**src/dop_pkg.sv**
```systemverilog
package dop_pkg;

	localparam int ADDR_W = 8;
	localparam int DATA_W = 32;

	localparam logic [7:0] ADDR_INSTR = 8'h00;
	localparam logic [7:0] ADDR_SRC = 8'h04;
	localparam logic [7:0] ADDR_DST = 8'h08;
	localparam logic [7:0] ADDR_CC = 8'h0C;
	localparam logic [7:0] ADDR_RES = 8'h10;
	localparam logic [7:0] ADDR_STAT = 8'h14;

	localparam logic [1:0] RESP_OKAY = 2'h0;
	localparam logic [1:0] RESP_SLVERR = 2'h2;

	localparam int CC_C = 0;
	localparam int CC_V = 1;
	localparam int CC_Z = 2;
	localparam int CC_N = 3;
	localparam logic [3:0] CC_RESET = 4'h0;
	localparam logic [15:0] WORD_RESET = 16'h0000;

	localparam int OPC_HI = 15;
	localparam int OPC_LO = 12;
	localparam int SRC_HI = 11;
	localparam int SRC_LO = 6;
	localparam int DSTF_HI = 5;
	localparam int DSTF_LO = 0;
	localparam int DMODE_HI = 5;
	localparam int DMODE_LO = 3;
	localparam logic [2:0] MODE_REG = 3'h0;

	localparam logic [2:0] CODE_MOV = 3'h1;
	localparam logic [2:0] CODE_CMP = 3'h2;
	localparam logic [2:0] CODE_BIT = 3'h3;
	localparam logic [2:0] CODE_BIC = 3'h4;
	localparam logic [2:0] CODE_BIS = 3'h5;
	localparam logic [2:0] CODE_ADD = 3'h6;

	localparam int ST_WROTE = 0;
	localparam int ST_GROUP = 1;
	localparam int ST_BYTE = 2;
	localparam int ST_BUSY = 3;
	localparam int ST_SRC_LO = 8;
	localparam int ST_DST_LO = 16;

	typedef enum logic [2:0] {
		OPK_NONE,
		OPK_MOV,
		OPK_CMP,
		OPK_BIT,
		OPK_BIC,
		OPK_BIS,
		OPK_ADD,
		OPK_SUB
	} dop_op_e;

	// The leading opcode bit picks the byte form for codes one to five, subtract for six.
	function automatic dop_op_e dop_decode(input logic [3:0] opc);
		dop_op_e k;
		k = OPK_NONE;
		case (opc[2:0])
			CODE_MOV: k = OPK_MOV;
			CODE_CMP: k = OPK_CMP;
			CODE_BIT: k = OPK_BIT;
			CODE_BIC: k = OPK_BIC;
			CODE_BIS: k = OPK_BIS;
			CODE_ADD: k = opc[3] ? OPK_SUB : OPK_ADD;
			default: k = OPK_NONE;
		endcase
		return k;
	endfunction

	function automatic logic dop_is_byte(input logic [3:0] opc);
		return opc[3] && (opc[2:0] >= CODE_MOV) && (opc[2:0] <= CODE_BIS);
	endfunction

	function automatic logic dop_reg_hit(input logic [7:0] addr);
		return (addr == ADDR_INSTR) || (addr == ADDR_SRC) || (addr == ADDR_DST) ||
			(addr == ADDR_CC) || (addr == ADDR_RES) || (addr == ADDR_STAT);
	endfunction

	function automatic logic [31:0] dop_wmerge(input logic [31:0] old, input logic [31:0] nw,
		input logic [3:0] strb);
		logic [31:0] m;
		m = old;
		for (int i = 0; i < 4; i++) begin
			if (strb[i]) begin
				m[8*i +: 8] = nw[8*i +: 8];
			end
		end
		return m;
	endfunction

endpackage

```
**src/dop_exec.sv**
```systemverilog
// Our own choices: the placing of the registers and the AXI4-Lite register port.
`timescale 1ns/10ps
module dop_exec
	import dop_pkg::*;
(
	input wire logic clock,
	input wire logic nrst,
	input wire logic [ADDR_W-1:0] s_axi_awaddr,
	input wire logic s_axi_awvalid,
	output logic s_axi_awready,
	input wire logic [DATA_W-1:0] s_axi_wdata,
	input wire logic [3:0] s_axi_wstrb,
	input wire logic s_axi_wvalid,
	output logic s_axi_wready,
	output logic [1:0] s_axi_bresp,
	output logic s_axi_bvalid,
	input wire logic s_axi_bready,
	input wire logic [ADDR_W-1:0] s_axi_araddr,
	input wire logic s_axi_arvalid,
	output logic s_axi_arready,
	output logic [DATA_W-1:0] s_axi_rdata,
	output logic [1:0] s_axi_rresp,
	output logic s_axi_rvalid,
	input wire logic s_axi_rready
);

	logic [ADDR_W-1:0] aw_addr_reg;
	logic aw_full_reg;
	logic [DATA_W-1:0] w_data_reg;
	logic [3:0] w_strb_reg;
	logic w_full_reg;
	logic bvalid_reg;
	logic [1:0] bresp_reg;
	logic rvalid_reg;
	logic [1:0] rresp_reg;
	logic [DATA_W-1:0] rdata_reg;
	logic do_write;
	logic [DATA_W-1:0] rd_word;
	logic [DATA_W-1:0] stat_word;

	logic [15:0] instr_reg;
	logic [15:0] src_reg;
	logic [15:0] dst_reg;
	logic [15:0] result_reg;
	logic [3:0] cc_reg;
	logic exec_reg;
	logic wrote_reg;
	logic group_reg;
	logic byte_reg;

	dop_op_e opk;
	logic is_b;
	logic dst_is_reg;
	logic [15:0] op_x;
	logic [15:0] op_y;
	logic op_cin;
	logic [16:0] sum17;
	logic [8:0] sum9;
	logic [15:0] arith_r;
	logic cout;
	logic [15:0] alu_r;
	logic sign_r;
	logic zero_r;
	logic ovf;
	logic [3:0] cc_next;
	logic write_en;
	logic [15:0] dest_word;

	assign s_axi_awready = !aw_full_reg && !bvalid_reg;
	assign s_axi_wready = !w_full_reg && !bvalid_reg;
	assign s_axi_bvalid = bvalid_reg;
	assign s_axi_bresp = bresp_reg;
	assign s_axi_arready = !rvalid_reg;
	assign s_axi_rvalid = rvalid_reg;
	assign s_axi_rresp = rresp_reg;
	assign s_axi_rdata = rdata_reg;
	assign do_write = aw_full_reg && w_full_reg && !bvalid_reg;

	// Address and data are held separately so they may arrive in either order.
	always_ff @(posedge clock) begin
		if (!nrst) begin
			aw_addr_reg <= 8'h00;
			aw_full_reg <= 1'b0;
			w_data_reg <= 32'h00000000;
			w_strb_reg <= 4'h0;
			w_full_reg <= 1'b0;
		end else begin
			if (s_axi_awvalid && s_axi_awready) begin
				aw_addr_reg <= s_axi_awaddr;
				aw_full_reg <= 1'b1;
			end else if (do_write) begin
				aw_full_reg <= 1'b0;
			end
			if (s_axi_wvalid && s_axi_wready) begin
				w_data_reg <= s_axi_wdata;
				w_strb_reg <= s_axi_wstrb;
				w_full_reg <= 1'b1;
			end else if (do_write) begin
				w_full_reg <= 1'b0;
			end
		end
	end

	always_ff @(posedge clock) begin
		if (!nrst) begin
			bvalid_reg <= 1'b0;
			bresp_reg <= RESP_OKAY;
		end else if (do_write) begin
			bvalid_reg <= 1'b1;
			bresp_reg <= dop_reg_hit(aw_addr_reg) ? RESP_OKAY : RESP_SLVERR;
		end else if (s_axi_bready) begin
			bvalid_reg <= 1'b0;
		end
	end

	always_comb begin
		stat_word = 32'h00000000;
		stat_word[ST_WROTE] = wrote_reg;
		stat_word[ST_GROUP] = group_reg;
		stat_word[ST_BYTE] = byte_reg;
		stat_word[ST_BUSY] = exec_reg;
		stat_word[ST_SRC_LO +: 6] = instr_reg[SRC_HI:SRC_LO];
		stat_word[ST_DST_LO +: 6] = instr_reg[DSTF_HI:DSTF_LO];
		case (s_axi_araddr)
			ADDR_INSTR: rd_word = {16'h0000, instr_reg};
			ADDR_SRC: rd_word = {16'h0000, src_reg};
			ADDR_DST: rd_word = {16'h0000, dst_reg};
			ADDR_CC: rd_word = {28'h0000000, cc_reg};
			ADDR_RES: rd_word = {16'h0000, result_reg};
			ADDR_STAT: rd_word = stat_word;
			default: rd_word = 32'h00000000;
		endcase
	end

	always_ff @(posedge clock) begin
		if (!nrst) begin
			rvalid_reg <= 1'b0;
			rresp_reg <= RESP_OKAY;
			rdata_reg <= 32'h00000000;
		end else if (s_axi_arvalid && s_axi_arready) begin
			rvalid_reg <= 1'b1;
			rresp_reg <= dop_reg_hit(s_axi_araddr) ? RESP_OKAY : RESP_SLVERR;
			rdata_reg <= rd_word;
		end else if (s_axi_rready) begin
			rvalid_reg <= 1'b0;
		end
	end

	// Operand and instruction words written by software.
	always_ff @(posedge clock) begin
		if (!nrst) begin
			instr_reg <= WORD_RESET;
			src_reg <= WORD_RESET;
			dst_reg <= WORD_RESET;
		end else if (do_write) begin
			case (aw_addr_reg)
				ADDR_INSTR: instr_reg <= 16'(dop_wmerge({16'h0000, instr_reg}, w_data_reg,
					w_strb_reg));
				ADDR_SRC: src_reg <= 16'(dop_wmerge({16'h0000, src_reg}, w_data_reg,
					w_strb_reg));
				ADDR_DST: dst_reg <= 16'(dop_wmerge({16'h0000, dst_reg}, w_data_reg,
					w_strb_reg));
				default: ;
			endcase
		end
	end

	// A write to the instruction word runs it on the next cycle.
	always_ff @(posedge clock) begin
		if (!nrst) begin
			exec_reg <= 1'b0;
		end else begin
			exec_reg <= do_write && (aw_addr_reg == ADDR_INSTR);
		end
	end

	assign opk = dop_decode(instr_reg[OPC_HI:OPC_LO]);
	assign is_b = dop_is_byte(instr_reg[OPC_HI:OPC_LO]);
	assign dst_is_reg = instr_reg[DMODE_HI:DMODE_LO] == MODE_REG;

	always_comb begin
		op_x = src_reg;
		op_y = dst_reg;
		op_cin = 1'b0;
		case (opk)
			OPK_SUB: begin
				op_x = dst_reg;
				op_y = ~src_reg;
				op_cin = 1'b1;
			end
			OPK_CMP: begin
				op_x = src_reg;
				op_y = ~dst_reg;
				op_cin = 1'b1;
			end
			default: ;
		endcase
		sum17 = {1'b0, op_x} + {1'b0, op_y} + {16'h0000, op_cin};
		sum9 = {1'b0, op_x[7:0]} + {1'b0, op_y[7:0]} + {8'h00, op_cin};
		arith_r = is_b ? {8'h00, sum9[7:0]} : sum17[15:0];
		cout = is_b ? sum9[8] : sum17[16];
		case (opk)
			OPK_MOV: alu_r = src_reg;
			OPK_BIT: alu_r = src_reg & dst_reg;
			OPK_BIC: alu_r = dst_reg & ~src_reg;
			OPK_BIS: alu_r = src_reg | dst_reg;
			OPK_CMP, OPK_ADD, OPK_SUB: alu_r = arith_r;
			default: alu_r = dst_reg;
		endcase
		sign_r = is_b ? alu_r[7] : alu_r[15];
		zero_r = is_b ? (alu_r[7:0] == 8'h00) : (alu_r == 16'h0000);
		// Inverting the second operand lets one test serve add, subtract and compare.
		ovf = ((is_b ? op_x[7] : op_x[15]) == (is_b ? op_y[7] : op_y[15])) &&
			(sign_r != (is_b ? op_x[7] : op_x[15]));
		cc_next = cc_reg;
		if (opk != OPK_NONE) begin
			cc_next[CC_N] = sign_r;
			cc_next[CC_Z] = zero_r;
			cc_next[CC_V] = 1'b0;
		end
		case (opk)
			OPK_ADD: begin
				cc_next[CC_V] = ovf;
				cc_next[CC_C] = cout;
			end
			OPK_SUB, OPK_CMP: begin
				cc_next[CC_V] = ovf;
				cc_next[CC_C] = !cout;
			end
			default: ;
		endcase
		write_en = (opk == OPK_MOV) || (opk == OPK_BIC) || (opk == OPK_BIS) ||
			(opk == OPK_ADD) || (opk == OPK_SUB);
		if (!is_b) begin
			dest_word = alu_r;
		end else if ((opk == OPK_MOV) && dst_is_reg) begin
			dest_word = {{8{alu_r[7]}}, alu_r[7:0]};
		end else begin
			dest_word = {dst_reg[15:8], alu_r[7:0]};
		end
	end

	// Condition flags: execution wins over a software write in the same cycle.
	always_ff @(posedge clock) begin
		if (!nrst) begin
			cc_reg <= CC_RESET;
		end else if (exec_reg) begin
			cc_reg <= cc_next;
		end else if (do_write && (aw_addr_reg == ADDR_CC)) begin
			cc_reg <= 4'(dop_wmerge({28'h0000000, cc_reg}, w_data_reg, w_strb_reg));
		end
	end

	// The result word always holds the destination's contents after the operation.
	always_ff @(posedge clock) begin
		if (!nrst) begin
			result_reg <= WORD_RESET;
			wrote_reg <= 1'b0;
			group_reg <= 1'b0;
			byte_reg <= 1'b0;
		end else if (exec_reg) begin
			result_reg <= write_en ? dest_word : dst_reg;
			wrote_reg <= write_en;
			group_reg <= opk != OPK_NONE;
			byte_reg <= is_b;
		end
	end

	chk_move_word: assert property (@(posedge clock) disable iff (!nrst)
		exec_reg && opk == OPK_MOV && !is_b |=> result_reg == $past(src_reg) && wrote_reg)
		else $error("word move result wrong");
	chk_move_flags: assert property (@(posedge clock) disable iff (!nrst)
		exec_reg && opk == OPK_MOV && !is_b |=> !cc_reg[CC_V] &&
		cc_reg[CC_C] == $past(cc_reg[CC_C]) && cc_reg[CC_N] == $past(src_reg[15]) &&
		cc_reg[CC_Z] == ($past(src_reg) == 16'h0000))
		else $error("move flags wrong");
	chk_byte_sext: assert property (@(posedge clock) disable iff (!nrst)
		exec_reg && opk == OPK_MOV && is_b && dst_is_reg |=>
		result_reg == {{8{$past(src_reg[7])}}, $past(src_reg[7:0])})
		else $error("byte move sign extension wrong");
	chk_byte_keep: assert property (@(posedge clock) disable iff (!nrst)
		exec_reg && is_b && !(opk == OPK_MOV && dst_is_reg) |=>
		result_reg[15:8] == $past(dst_reg[15:8]))
		else $error("byte op altered high byte");
	chk_cmp_flags: assert property (@(posedge clock) disable iff (!nrst)
		exec_reg && opk == OPK_CMP && !is_b |=> !wrote_reg &&
		result_reg == $past(dst_reg) && cc_reg[CC_Z] == ($past(src_reg) == $past(dst_reg)))
		else $error("compare wrote or zero flag wrong");
	chk_cmp_borrow: assert property (@(posedge clock) disable iff (!nrst)
		exec_reg && opk == OPK_CMP && !is_b |=> cc_reg[CC_C] == ($past(src_reg) < $past(dst_reg)))
		else $error("compare borrow wrong");
	chk_bit_test: assert property (@(posedge clock) disable iff (!nrst)
		exec_reg && opk == OPK_BIT && !is_b |=> !wrote_reg && !cc_reg[CC_V] &&
		cc_reg[CC_C] == $past(cc_reg[CC_C]) &&
		cc_reg[CC_Z] == (($past(src_reg) & $past(dst_reg)) == 16'h0000))
		else $error("bit test wrong");
	chk_bic_value: assert property (@(posedge clock) disable iff (!nrst)
		exec_reg && opk == OPK_BIC && !is_b |=> result_reg == ($past(dst_reg) & ~$past(src_reg)))
		else $error("bit clear result wrong");
	chk_bis_value: assert property (@(posedge clock) disable iff (!nrst)
		exec_reg && opk == OPK_BIS && !is_b |=> result_reg == ($past(src_reg) | $past(dst_reg)))
		else $error("bit set result wrong");
	chk_add_sum: assert property (@(posedge clock) disable iff (!nrst)
		exec_reg && opk == OPK_ADD |=> result_reg == 16'($past(src_reg) + $past(dst_reg)) &&
		cc_reg[CC_C] == (17'($past(src_reg)) + 17'($past(dst_reg)) > 17'h0FFFF))
		else $error("add sum or carry wrong");
	chk_sub_diff: assert property (@(posedge clock) disable iff (!nrst)
		exec_reg && opk == OPK_SUB |=> result_reg == 16'($past(dst_reg) - $past(src_reg)) &&
		cc_reg[CC_C] == ($past(dst_reg) < $past(src_reg)))
		else $error("subtract result or borrow wrong");
	chk_cmp_ovf: assert property (@(posedge clock) disable iff (!nrst)
		exec_reg && opk == OPK_CMP && !is_b |=>
		cc_reg[CC_V] == ($past(src_reg[15]) != $past(dst_reg[15]) &&
		$past(dst_reg[15]) == ((($past(src_reg) - $past(dst_reg)) & 16'h8000) != 16'h0000)))
		else $error("compare overflow wrong");
	chk_add_ovf: assert property (@(posedge clock) disable iff (!nrst)
		exec_reg && opk == OPK_ADD |=>
		cc_reg[CC_V] == ($past(src_reg[15]) == $past(dst_reg[15]) &&
		result_reg[15] != $past(src_reg[15])))
		else $error("add overflow wrong");
	chk_sub_ovf: assert property (@(posedge clock) disable iff (!nrst)
		exec_reg && opk == OPK_SUB |=>
		cc_reg[CC_V] == ($past(src_reg[15]) != $past(dst_reg[15]) &&
		result_reg[15] == $past(src_reg[15])) && cc_reg[CC_N] == result_reg[15] &&
		cc_reg[CC_Z] == (result_reg == 16'h0000))
		else $error("subtract flags wrong");
	chk_logic_flags: assert property (@(posedge clock) disable iff (!nrst)
		exec_reg && (opk == OPK_BIC || opk == OPK_BIS) && !is_b |=> !cc_reg[CC_V] &&
		cc_reg[CC_C] == $past(cc_reg[CC_C]) && cc_reg[CC_N] == result_reg[15] &&
		cc_reg[CC_Z] == (result_reg == 16'h0000))
		else $error("bit clear or set flags wrong");
	chk_byte_flags: assert property (@(posedge clock) disable iff (!nrst)
		exec_reg && is_b && write_en |=> cc_reg[CC_N] == result_reg[7] &&
		cc_reg[CC_Z] == (result_reg[7:0] == 8'h00))
		else $error("byte flags wrong");
	chk_idle_hold: assert property (@(posedge clock) disable iff (!nrst)
		exec_reg && opk == OPK_NONE |=> cc_reg == $past(cc_reg) && !group_reg && !wrote_reg)
		else $error("code outside group changed flags");

endmodule

```
**config.mk**
```make
export PLATFORM = sky130hd
export DESIGN_NAME = dop_exec
export DESIGN_NICKNAME = d
export VERILOG_FILES = /design/src/dop_pkg.sv /design/src/dop_exec.sv
export SDC_FILE = /design/constraint.sdc
export NUM_CORES = 1
export LEC_CHECK = 0
export BUFFER_PORTS_ARGS = -buffer_cell sky130_fd_sc_hd__buf_2
export CAP_MARGIN = 5
export CORE_MARGIN = 1.5
export CORE_UTILIZATION = 44
export CTS_BUF_LIST = sky130_fd_sc_hd__clkbuf_4
export DETAILED_ROUTE_END_ITERATION = 6
export MAX_ROUTING_LAYER = met4
export PLACE_DENSITY_LB_ADDON = 0.2
export SETUP_SLACK_MARGIN = 0.4
export SLEW_MARGIN = 10
export SYNTH_ARGS = -nofsm -noshare
export SYNTH_HDL_FRONTEND = slang
export SYNTH_SLANG_ARGS = --single-unit
```
**constraint.sdc**
```tcl
create_clock -name clock -period 3.78 [get_ports clock]
set_input_delay 0 -clock clock [delete_from_list [all_inputs] [get_ports clock]]
set_output_delay 0 -clock clock [all_outputs]
set_load 0.05 [all_outputs]
```
# After elaboration in Yosys (flattened, before gate mapping)
# Cells that the tools add are included.
# totals
latchBits	0
output_inout_bits	41
romBits	0
reg_bits	138
inputBits	59
ram_bits	0
elab_cells	148
memories	0
# op_classes
reduce_logical	55
n_eq_ne	28
add_sub_neg	4
div_mod_pow	0
muxes	30
n_lt_le_gt_ge	2
mul	0
n_bitwise	5
n_shift	0
# ops
cell	count
case mux 22 bit (6 select lines)	1
two-way mux 16 bit	5
case mux 16 bit (5 select lines)	1
AND 16 bit	2
equality test 8 x 4 -> 1 bit (second input constant)	4
equality test 8 x 5 -> 1 bit (second input constant)	4
NOT 16 bit	2
case mux 16 bit (2 select lines)	1
AND reduction 3 bit	9
logical NOT 8 bit	3
equality test 3 bit (second input constant)	7
case mux 3 bit (6 select lines)	1
adder 16 x 16 -> 17 bit	1
adder 17 x 1 -> 17 bit	1
equality test 8 x 3 -> 1 bit (second input constant)	2
logical NOT 16 bit	1
bitwise OR 16 bit	1
logical OR 1 bit	14
two-way mux 1 bit	14
logical AND 1 bit	13
equality test 3 x 2 -> 1 bit (second input constant)	4
two-way mux 4 bit	3
nonzero test 2 bit	6
adder 8 x 8 -> 9 bit	1
other kinds (17)	23

# Depth between registers and ports, before layout
# Gate-level depths: netlist of the first run.
# depth
word_depth	13
ltp_mapped	18
depth_no_buf	16

# Worst setup path before layout of the first run
# No wires, ideal clock.
# synth_path
path_type	register to register
start	register instr_reg[12]
end	register cc_reg[2]
path_buffers	2
arrival_ns	3.691
setup_ns	0.070
synth_period_minus_slack_ns	3.761
required_time_ns	3.710
setup_slack_ns	0.019
path_stages_with_launch	19
cell_sequence	dfxtp_1 clkbuf_1 nand4b_1 o21ai_1 clkbuf_1 inv_1 a21oi_1 fa_1 inv_1 fa_1 a21oi_1 o22ai_2 or3_1 a41oi_2 xor2_1 o21ai_1 and4b_1 nand3_1 a21oi_1
# synth_between
elab_chain_cells	12
# synth_rtl
item	line_no	source
start, declared	dop_exec.sv:41	logic [15:0] instr_reg;
start signal, assigned	dop_exec.sv:157	ADDR_INSTR: instr_reg <= 16'(dop_wmerge({16'h0000, instr_reg}, w_data_reg,
equality test 3 bit (tied with other cells)	dop_pkg.sv:62	case (opc[2:0])
case mux 3 bit (6 select lines)	dop_pkg.sv:62	
equality test 3 x 2 -> 1 bit or equality test 3 bit (tied branches)	dop_exec.sv:185, dop_exec.sv:202	
case mux 16 bit (2 select lines) (tied with other cells)	dop_exec.sv:185	case (opk)
adder 16 x 16 -> 17 bit (tied with other cells)	dop_exec.sv:198	sum17 = {1'b0, op_x} + {1'b0, op_y} + {16'h0000, op_cin};
adder 17 x 1 -> 17 bit or adder 9 x 1 -> 9 bit (tied branches)	dop_exec.sv:198, dop_exec.sv:199	
two-way mux 16 bit	dop_exec.sv:200	arith_r = is_b ? {8'h00, sum9[7:0]} : sum17[15:0];
case mux 16 bit (5 select lines)	dop_exec.sv:202	case (opk)
logical NOT 16 bit or logical NOT 8 bit (tied branches)	dop_exec.sv:211	zero_r = is_b ? (alu_r[7:0] == 8'h00) : (alu_r == 16'h0000);
two-way mux 1 bit	dop_exec.sv:211	
two-way mux 3 bit	dop_exec.sv:216	if (opk != OPK_NONE) begin
two-way mux 4 bit	dop_exec.sv:247	end else if (exec_reg) begin
end signal, assigned	dop_exec.sv:248	cc_reg <= cc_next;
end signal, assigned	dop_exec.sv:250	cc_reg <= 4'(dop_wmerge({28'h0000000, cc_reg}, w_data_reg, w_strb_reg));
end, declared	dop_exec.sv:45	logic [3:0] cc_reg;
# Parallel ways exist; a longest one is shown, timed or not. The select of a mux whose other input is x is not followed.
# A chain may end at the register's enable or synchronous reset.

# Final worst setup path of the first run
# layout_path
start	register instr_reg[12]
end	register result_reg[10]
# layout_between
elab_chain_cells	11
# layout_rtl
item	line_no	source
equality test 3 bit (tied with other cells)	dop_pkg.sv:62	
case mux 3 bit (6 select lines)	dop_pkg.sv:62	
equality test 3 x 2 -> 1 bit or equality test 3 bit (tied branches)	dop_exec.sv:185, dop_exec.sv:202, dop_exec.sv:233	
case mux 16 bit (2 select lines) (tied with other cells)	dop_exec.sv:185	
adder 16 x 16 -> 17 bit (tied with other cells)	dop_exec.sv:198	
adder 17 x 1 -> 17 bit or adder 9 x 1 -> 9 bit (tied branches)	dop_exec.sv:198, dop_exec.sv:199	
two-way mux 16 bit	dop_exec.sv:200	
case mux 16 bit (5 select lines)	dop_exec.sv:202	
two-way mux 16 bit	dop_exec.sv:236	end else if ((opk == OPK_MOV) && dst_is_reg) begin
two-way mux 16 bit	dop_exec.sv:234	if (!is_b) begin
two-way mux 16 bit (*)	dop_exec.sv:262	result_reg <= write_en ? dest_word : dst_reg;
end signal, assigned	dop_exec.sv:262	
end, declared	dop_exec.sv:44	logic [15:0] result_reg;
# Mark *: on every way between the ends. The rest lies on a longest branch, timed or not.

==> flow_summary.yaml, run 1 <==
layout:
  final_common_cell: "nand2_1"
  area_delta_synth_final_pct: 26.18
  largest_reg_flops: 22
  nets: 1172
  multi_input_area_um2: 5199
  final_cell_mix: "201 x nand2_1, 123 x dfxtp_1, 68 x nor2b_1, 68 x buf_2, 56 x mux2i_1"
  register_area_um2: 2529
  diodes: 0
  fin_area_um2: 9752
  finalNonFillerCells: 1334
  drive_gt1_frac: 0.2344
  n_fill_cell: 1565
logic_synthesis:
  ys_async_sr_fraction: 0
  synth_compound_area_frac: 0.2508
  synth_top_family_by_area: "compound AO/OA/AOI/OAI gates"
  ys_ff_latch: 126
  synthCells: 963
  synth_mux_area_frac: 0.08694
  yosys_warnings: 0
  synth-adder-area-share: 0.02946
  synthDistinctLibCells: 73
  synth_seq_area_share: 0.3264
  synth.cell_area_um2: 7729
  synthSimpleGateAreaFrac: 0.2370
  synth.avg_cell_area_um2: 8.026
  synth_xor_area_frac: 0.01247
  ys.flop_type: "dfxtp_1"
  synth_edf_count: 0
global_routing:
  grt_usage: 0.2672
  grt-ovfl-total: 0
  grt_pass1_vias: 6878
  grt_antenna_before_repair: 0
  grt_max_degree: 86
  grt_pass1_wl_mm: 37.50
floorplan:
  rows: 48
  die_area_um2: 18370
  initial_utilization: 0.4484
  io-pin-count: 100
  design.core.area_um2: 17240
  die_w_um: 135.5
  die_h_um: 135.5
sta:
  setup_slack_ns: 0.4062
  fin_tns_setup_ns: 0
  slew_violations: 0
  fin_crit_ns: 3.374
  final_hold_viol_count: 0
  post-route-period-util: 0.8925
  rsz0062_at_grt: "true"
  fmax_mhz: 296.4
  slew_headroom: 0.2287
  worst_slew_pin_slew_ns: 1.151
  skew_ns: 0.01974
  setup_viol: 0
route:
  ant_nets: 0
  viasPerCell: 5.594
  drt-wirelength-per-cell_um: 17.84
  dr.pass1.iters: 6
  drc_errors: 0
  finalWirelength_mm: 23.80
  drtIter0Drc: 613
  vias: 7463
min_path:
  min_path_cells: 3
  worstHoldPathType: "in -> reg"
critical_path:
  ff2ff_path_depth: 18
  cp-end-kind: "flop"
  cp-start-kind: "flop"
  arrival_ns: 3.79
  crit_type: "reg -> reg"
  required_ns: 4.20
  crit_fanout: 10
power:
  p_total_mw: 2.742
  leakage_nw: 3.763
  powerDensity_nw_per_um2: 281.2
  peakVddDrop_uv: 264.0
clock_tree:
  cts-buffers-inserted: 17
  cts_root_buf: "clkbuf_4"
  tritoncts: "yes"
  cts_buffer_depth: 2
  insertion_delay_ns: 0.54
  h-tree-depth: 4
  clock_sinks: 126
  path_clk_slew_ns: 0.12
placement:
  place_hpwl_mm: 15.95
  dp.cells: 1220
  routabilityCongestion: 0.8902
  pre_cts_slack_ns: 0.1127
  placed_cell_area_um2: 8239
  portBuffers: 69
flow_run:
  drv_cap: 0
run_status:
  status: "finished clean"
-- layout make-up --
cell class,count,area share
timing repair buffer,178,0.1384
inverter,12,0.005004
timing repair inverter,1,0.0007698
tap,225,0.02887
sequential,126,0.2593
multi-input combinational,760,0.5331
clock inverter,15,0.02143
clock buffer,17,0.01309
-- through the flow --
step | util | hold slack, ns
6_report | 0.5658 | 0.03867
4_1_cts | 0.5418 | 0.009750
5_1_grt | 0.5658 | 0.03812
3_5_place_dp | 0.4780 | 0.2587
3_3_place_gp | 0.4780 | 0.2550
2_1_floorplan | - | 0.1378
-- worst max-delay path: stages (launching register included) --
cell and delay, ns:
dfxtp_2 0.34, nand4b_1 0.17, buf_6 0.15, o21ai_4 0.09
buf_6 0.14, buf_8 0.12, nand2_1 0.05, o21ai_1 0.09
o21ai_1 0.13, ha_2 0.37, a21o_1 0.19, o211ai_1 0.28
a2bb2oi_4 0.12, xor2_2 0.20, a222oi_1 0.33, nor2_1 0.09
nor2_1 0.14, a2bb2oi_1 0.17, a21oi_1 0.08
-- cell usage after synthesis, drive strengths merged, types with 3 or more instances --
| cell type | count | area share |
|---|---|---|
| a22o | 7 | 0.0081 |
| inv | 12 | 0.0058 |
| nand3 | 13 | 0.0084 |
| and3 | 4 | 0.0039 |
| nor2b | 69 | 0.056 |
| a21oi | 49 | 0.033 |
| and2 | 15 | 0.012 |
| dfxtp | 126 | 0.33 |
| a22oi | 8 | 0.0078 |
| a31oi | 3 | 0.0024 |
| nor4 | 3 | 0.0024 |
| nand2 | 209 | 0.10 |
| nor2 | 27 | 0.014 |
| a211oi | 3 | 0.0029 |
| ha | 15 | 0.024 |
| a222oi | 10 | 0.013 |
| a21boi | 34 | 0.033 |
| and4 | 3 | 0.0036 |
| buf | 26 | 0.021 |
| o211ai | 23 | 0.025 |
| o21bai | 4 | 0.0044 |
| o211a | 13 | 0.017 |
| nand4 | 6 | 0.0049 |
| o22ai | 9 | 0.0081 |
| nor3 | 12 | 0.011 |
| xor2 | 5 | 0.0057 |
| o21ai | 71 | 0.047 |
| nand2b | 4 | 0.0032 |
| clkbuf | 50 | 0.029 |
| a221oi | 14 | 0.016 |
| a21o | 7 | 0.0068 |
| mux2 | 9 | 0.013 |
| a311o | 3 | 0.0039 |
| mux2i | 57 | 0.074 |
| a41oi | 3 | 0.0044 |
| xnor2 | 6 | 0.0068 |
| o221ai | 4 | 0.0045 |
| nor4b | 3 | 0.0050 |
-- metal layers --
| layer | vias to the layer above | wire length, um | track usage |
|---|---|---|---|
| met5 | - | 0 | - |
| met4 | 0 | 461 | 0.07826 |
| met3 | 35 | 1270 | 0.03292 |
| met2 | 254 | 11230 | 0.4221 |
| met1 | 3478 | 10850 | 0.3589 |
| li1 | 3696 | - | - |
-- power by group --
part | switching, mW | internal, mW
sequential | 0.0296 | 1.36
clock | 0.548 | 0.534
combinational | 0.168 | 0.105
-- kinds of logic (layout without fill, tap and decap cells) --
kind of cell | Yosys count | in the layout
and+or+nand+nor | 378 | 378
buffers and inverters | 88 | 223
xor gates and xnor gates | 11 | 11
DFF | 126 | 126
other | 1 | 12
adders and majority gates | 17 | 17
muxes | 66 | 66
AOI/OAI and AO/OA | 276 | 276
-- final timing paths --
path	start	endpoint	slack, ns
worst max register to register	instr_reg[12]	result_reg[10]	0.41
worst min register to register	s_axi_rdata[19]	s_axi_rdata[19]	0.47
worst min-delay path	nrst	cc_reg[0]	0.04
worst max-delay path	instr_reg[12]	result_reg[10]	0.41
-- repair_timing --
item,in CTS,in global routing
setup endpoints to repair,12,13
gates resized for setup,39,73
cloned,1,0
pin swaps,19,46
hold buffers,49,0
setup buffers,18,14
hold endpoints to repair,36,0
(Power assumes the default switching activity.)
==> run 2: changes to the inputs <==
--- a/config.mk
+++ b/config.mk
@@ -10,3 +10,3 @@
 export CORE_MARGIN = 1.5
-export CORE_UTILIZATION = 44
+export CORE_UTILIZATION = 47
 export CTS_BUF_LIST = sky130_fd_sc_hd__clkbuf_4
@@ -14,3 +14,3 @@
 export MAX_ROUTING_LAYER = met4
-export PLACE_DENSITY_LB_ADDON = 0.2
+export PLACE_DENSITY_LB_ADDON = 0.08
 export SETUP_SLACK_MARGIN = 0.4
--- a/constraint.sdc
+++ b/constraint.sdc
@@ -3,2 +3,2 @@
 set_output_delay 0 -clock clock [all_outputs]
-set_load 0.05 [all_outputs]
+set_load 0.01 [all_outputs]
==> run 2 against run 1 <==
Net effect:
- clock skew grew 0.0015 ns
- global-route usage rose by 1.4 points
- cell count shrank 2.2%
- combinational power shrank 19%
==> flow_summary.yaml, run 2 (synthesized netlist as in run 1, its figures left out) <==
run_status:
  status: "finished clean"
critical_path:
  ff2ff_path_depth: 17
  critPathTopFamily: "compound AO/OA/AOI/OAI gates"
  r2r-end: "cc_reg[2]"
  worstPathCellList: "nand2b_4 -> buf_6 -> o21ai_4 -> inv_2 -> a21oi_2 -> fa_2 -> inv_2 -> fa_2 -> a21oi_4 -> o22ai_4 -> or3_4 -> a41oi_2 -> xor2_1 -> o21ai_1 -> and4b_1 -> nand3_2 -> a21oi_2"
  crit_type: "reg -> reg"
  crit_fanout: 5
  cpPeakStageDelay_ns: 0.38
  timing.rr.start: "instr_reg[12]"
  worstPathBufferInverterCount: 3
  crit_path_top_delay_cell: "or3_4"
  required_ns: 4.28
  cp-end-kind: "flop"
  rrSetupSlack_ns: 0.33
  cp-start-kind: "flop"
  arrival_ns: 3.95
sta:
  worst_slew_pin_slew_ns: 0.9524
  final_hold_viol_count: 0
  setup_slack_ns: 0.3332
  slew_headroom: 0.3635
  setup_viol: 0
  fmax_mhz: 290.1
  holdWs_ns: 0.07647
  fin_tns_setup_ns: 0
  skew_ns: 0.02120
  post-route-period-util: 0.9118
  fin_crit_ns: 3.447
  slew_violations: 0
  rsz0062_at_grt: "true"
route:
  finalWirelength_mm: 23.62
  drc_errors: 0
  drtIter0Drc: 628
  drt-wirelength-per-cell_um: 18.12
  dr.pass1.iters: 5
  viasPerCell: 5.642
  ant_nets: 0
  vias: 7357
min_path:
  hold_end: "s_axi_rresp[1]"
  worstHoldPathType: "in -> reg"
  min_from: "nrst"
  min_path_cells: 2
layout:
  largest_reg_flops: 22
  n_fill_cell: 1530
  drive_gt1_frac: 0.1849
  finalNonFillerCells: 1304
  nets: 1150
  area_delta_synth_final_pct: 18.88
  final_cell_mix: "209 x nand2_1, 123 x dfxtp_1, 69 x nor2b_1, 68 x buf_2, 62 x o21ai_0"
  final_common_cell: "nand2_1"
  register_area_um2: 2526
  multi_input_area_um2: 4935
placement:
  dp.cells: 1215
  portBuffers: 69
  routabilityCongestion: 0.9271
  pre_cts_slack_ns: 0.07127
  place_hpwl_mm: 16.16
floorplan:
  die_area_um2: 17220
  initial_utilization: 0.4830
  die_w_um: 131.2
  design.core.area_um2: 16000
  die_h_um: 131.2
  io-pin-count: 100
  rows: 46
clock_tree:
  cts_buffer_depth: 2
  tritoncts: "yes"
  cts-buffers-inserted: 17
  clock_sinks: 126
  h-tree-depth: 4
  insertion_delay_ns: 0.55
  cts_root_buf: "clkbuf_4"
  path_clk_slew_ns: 0.13
power:
  powerDensity_nw_per_um2: 278.0
  leakage_nw: 3.620
  peakVddDrop_uv: 191.2
global_routing:
  grt_pass1_wl_mm: 37.20
  grt-ovfl-total: 0
  grt_antenna_before_repair: 1
  grt_pass1_vias: 6689
  grt_usage: 0.2815
  grt_max_degree: 102
flow_run:
  drv_cap: 0
-- run 2: cell types whose count changed in the layout (fill, tap and decap cells not counted), moves of 4 or more --
cell,delta
ha_1,+9
o21ai_0,+16
ha_4,-8
nand2_1,+8
o21ai_2,-4
o21ai_1,-11
nand2_2,-8
buf_4,-8
buf_6,-9
-- run 2: cell type report --
cell class              instances  area share
repair buffers                156      0.1223
clock buffers                  17     0.01389
repair inverters                1   0.0008171
multi-input cells             760      0.5371
diodes                          1   0.0002724
inverters                      12    0.005311
flip-flops and latches        126      0.2750
clock inverters                15     0.01593
well taps                     216     0.02942
-- run 2: worst max path at each step --
stage | start | end | slack [ns] | depth (start not counted)
finish | instr_reg[12] | cc_reg[2] | 0.33 | 17
floorplan | instr_reg[12] | cc_reg[2] | 0.42 | 18
detailed placement | instr_reg[12] | cc_reg[2] | 0.07 | 14
global placement | instr_reg[12] | result_reg[10] | 0.13 | 15
CTS | instr_reg[12] | cc_reg[2] | 0.37 | 17
global route | instr_reg[12] | result_reg[10] | 0.18 | 18
-- run 2: power breakdown --
part	internal, mW	switching (mW)
sequential	1.36	0.0302
combinational	0.103	0.118
clock	0.388	0.558
total	1.85	0.706
-- run 2: what timing repair did --
action                                  CTS  global route
pin swaps                                 4             8
endpoints found under the setup margin   13            12
gates cloned                              1             0
setup buffers                             7             2
hold endpoints to repair                 29             0
hold buffers                             46             0
resized for setup                        18            15
-- run 2: per-stage QoR --
stage	power, mW	utilization	area (um^2)
6_report	2.554	0.5742	9188
5_1_grt	2.655	0.5742	9188
4_1_cts	2.573	0.5697	9115
3_5_place_dp	1.596	0.5161	8258
3_3_place_gp	1.595	0.5161	8258
2_1_floorplan	1.536	-	7797
-- run 2: routing by layer --
metal | GRT usage | up-vias | routed length, um
met5 | - | - | 0
met4 | 0.07553 | 0 | 395
met3 | 0.05054 | 27 | 1647
met2 | 0.4289 | 274 | 10480
met1 | 0.3842 | 3416 | 11100
li1 | - | 3640 | -
==> run 3: changes to the inputs <==
MAX_ROUTING_LAYER = not set   (was met4)
==> run 3 against run 2 <==
Net effect:
- the run now ends with design-rule violations left
- sequential share of layout area decreased by 0.78 points
- critical path depth decreased by 1
- global-route usage decreased by 0.90 points
- via count increased by 2.4%
- clock skew decreased by 0.0019 ns
- register-to-register slack improved by 0.07 ns
- sequential power about the same
- fmax increased by 2.0%
- cell count increased by 1.2%
- flip-flop and latch count unchanged
- largest cell class unchanged
==> flow_summary.yaml, run 3 (synthesized netlist as in run 1, its figures left out) <==
run_status:
  failed_checks: "design-rule violations"
  status: "complete, but fails checks"
clock_tree:
  path_clk_slew_ns: 0.12
  tritoncts: "yes"
  h-tree-depth: 4
  insertion_delay_ns: 0.56
  cts_root_buf: "clkbuf_4"
  cts-buffers-inserted: 17
  cts_buffer_depth: 2
  clock_sinks: 126
sta:
  setup_viol: 0
  final_hold_viol_count: 0
  slew_violations: 0
  skew_ns: 0.01935
  fin_tns_setup_ns: 0
  fin_crit_ns: 3.380
  fmax_mhz: 295.9
  post-route-period-util: 0.8941
  slew_headroom: 0.2383
  worst_slew_pin_slew_ns: 1.143
  holdWs_ns: 0.09382
  rsz0062_at_grt: "true"
placement:
  portBuffers: 69
  routabilityCongestion: 0.8871
  place_hpwl_mm: 15.98
  placed_cell_area_um2: 8243
route:
  finalWirelength_mm: 23.97
  drtIter0Drc: 655
  drc_errors: 4
  vias: 7533
  viasPerCell: 5.711
  dr.pass1.iters: 7
  ant_nets: 0
  drt-wirelength-per-cell_um: 18.18
critical_path:
  crit_fanout: 4
  arrival_ns: 3.88
  rrSetupSlack_ns: 0.40
  required_ns: 4.28
  cp-end-kind: "flop"
  cp-startpoint: "instr_reg[13]"
  cp-start-kind: "flop"
  crit_type: "reg -> reg"
  timing.rr.start: "instr_reg[13]"
global_routing:
  grt_pass1_vias: 6803
  grt_pass1_wl_mm: 37.29
  grt_antenna_before_repair: 1
  grt-ovfl-total: 0
  grt_usage: 0.2725
  grt_max_degree: 130
layout:
  final_cell_mix: "208 x nand2_1, 123 x dfxtp_1, 69 x nor2b_1, 68 x buf_2, 59 x o21ai_0"
  area_delta_synth_final_pct: 22.49
  drive_gt1_frac: 0.2123
  fin_area_um2: 9467
  nets: 1165
  n_fill_cell: 1492
  final_common_cell: "nand2_1"
  largest_reg_flops: 22
floorplan:
  initial_utilization: 0.4830
  rows: 46
  die_h_um: 131.2
  die_w_um: 131.2
  design.core.area_um2: 16000
  io-pin-count: 100
  die_area_um2: 17220
flow_run:
  drv_cap: 0
power:
  leakage_nw: 3.730
  powerDensity_nw_per_um2: 277.4
  peakVddDrop_uv: 200.2
min_path:
  min_from: "s_axi_araddr[4]"
  worstHoldPathType: "in -> reg"
run 3: per-stage QoR:
step | worst slack (ns) | utilization | std cells | total power [mW]
3_5_place_dp | -0.01490 | 0.5152 | 1213 | 1.596
2_1_floorplan | 0.4207 | - | 974 | 1.536
6_report | 0.4004 | 0.5916 | 1319 | 2.626
4_1_cts | 0.2958 | 0.5722 | 1300 | 2.631
3_3_place_gp | 0.02776 | 0.5152 | 1213 | 1.594
5_1_grt | 0.2135 | 0.5916 | 1319 | 2.731
run 3: area by class of cell:
cell class | instances | area, um^2 | share of cell area
clock inverter | 15 | 168.9 | 0.01784
tap | 216 | 270.3 | 0.02855
inverter | 12 | 48.80 | 0.005155
clock buffer | 17 | 127.6 | 0.01348
timing repair buffer | 172 | 1262 | 0.1334
antenna | 1 | 2.502 | 0.0002643
sequential | 126 | 2529 | 0.2671
multi-input combinational | 760 | 5057 | 0.5342
run 3: report_power, final:
group          total, mW  internal, mW  switching (mW)  leakage, nW
Combinational      0.221         0.103           0.118         2.55
Sequential          1.39          1.36          0.0319         1.02
Clock               1.02         0.455           0.560        0.159
run 3: final timing paths:
path	endpoint	depth (start not counted)
worst max-delay path	cc_reg[2]	16
worst min-delay path	s_axi_rresp[1]	5
worst max register to register	cc_reg[2]	16
worst min register to register	s_axi_rdata[17]	2
run 3: routing by layer:
layer,GRT usage,vias to the layer above,share of wire
met3,0.04051,21,0.072
li1,-,3676,-
met1,0.3908,3539,0.47
met2,0.4286,297,0.45
met4,0.06679,0,0.012
met5,0,-,0
run 3: timing repair:
item / CTS / global route
endpoints found under the setup margin: 13 / 11
resized for setup: 23 / 41
endpoints found under the hold margin: 29 / 0
pin swaps: 14 / 38
hold buffers: 46 / 0
setup buffers: 9 / 18
run 3: critical path, cell delays in order, from the launching register on:
cell	delay (ns)
dfxtp_4	0.39
nand4b_1	0.10
buf_6	0.14
buf_6	0.12
mux2i_4	0.23
fa_2	0.27
inv_2	0.05
fa_2	0.37
a21oi_4	0.18
o22ai_4	0.13
or3_1	0.36
a41oi_2	0.17
xor2_1	0.21
o21ai_1	0.11
and4b_1	0.29
nand3_2	0.09
a21oi_2	0.12
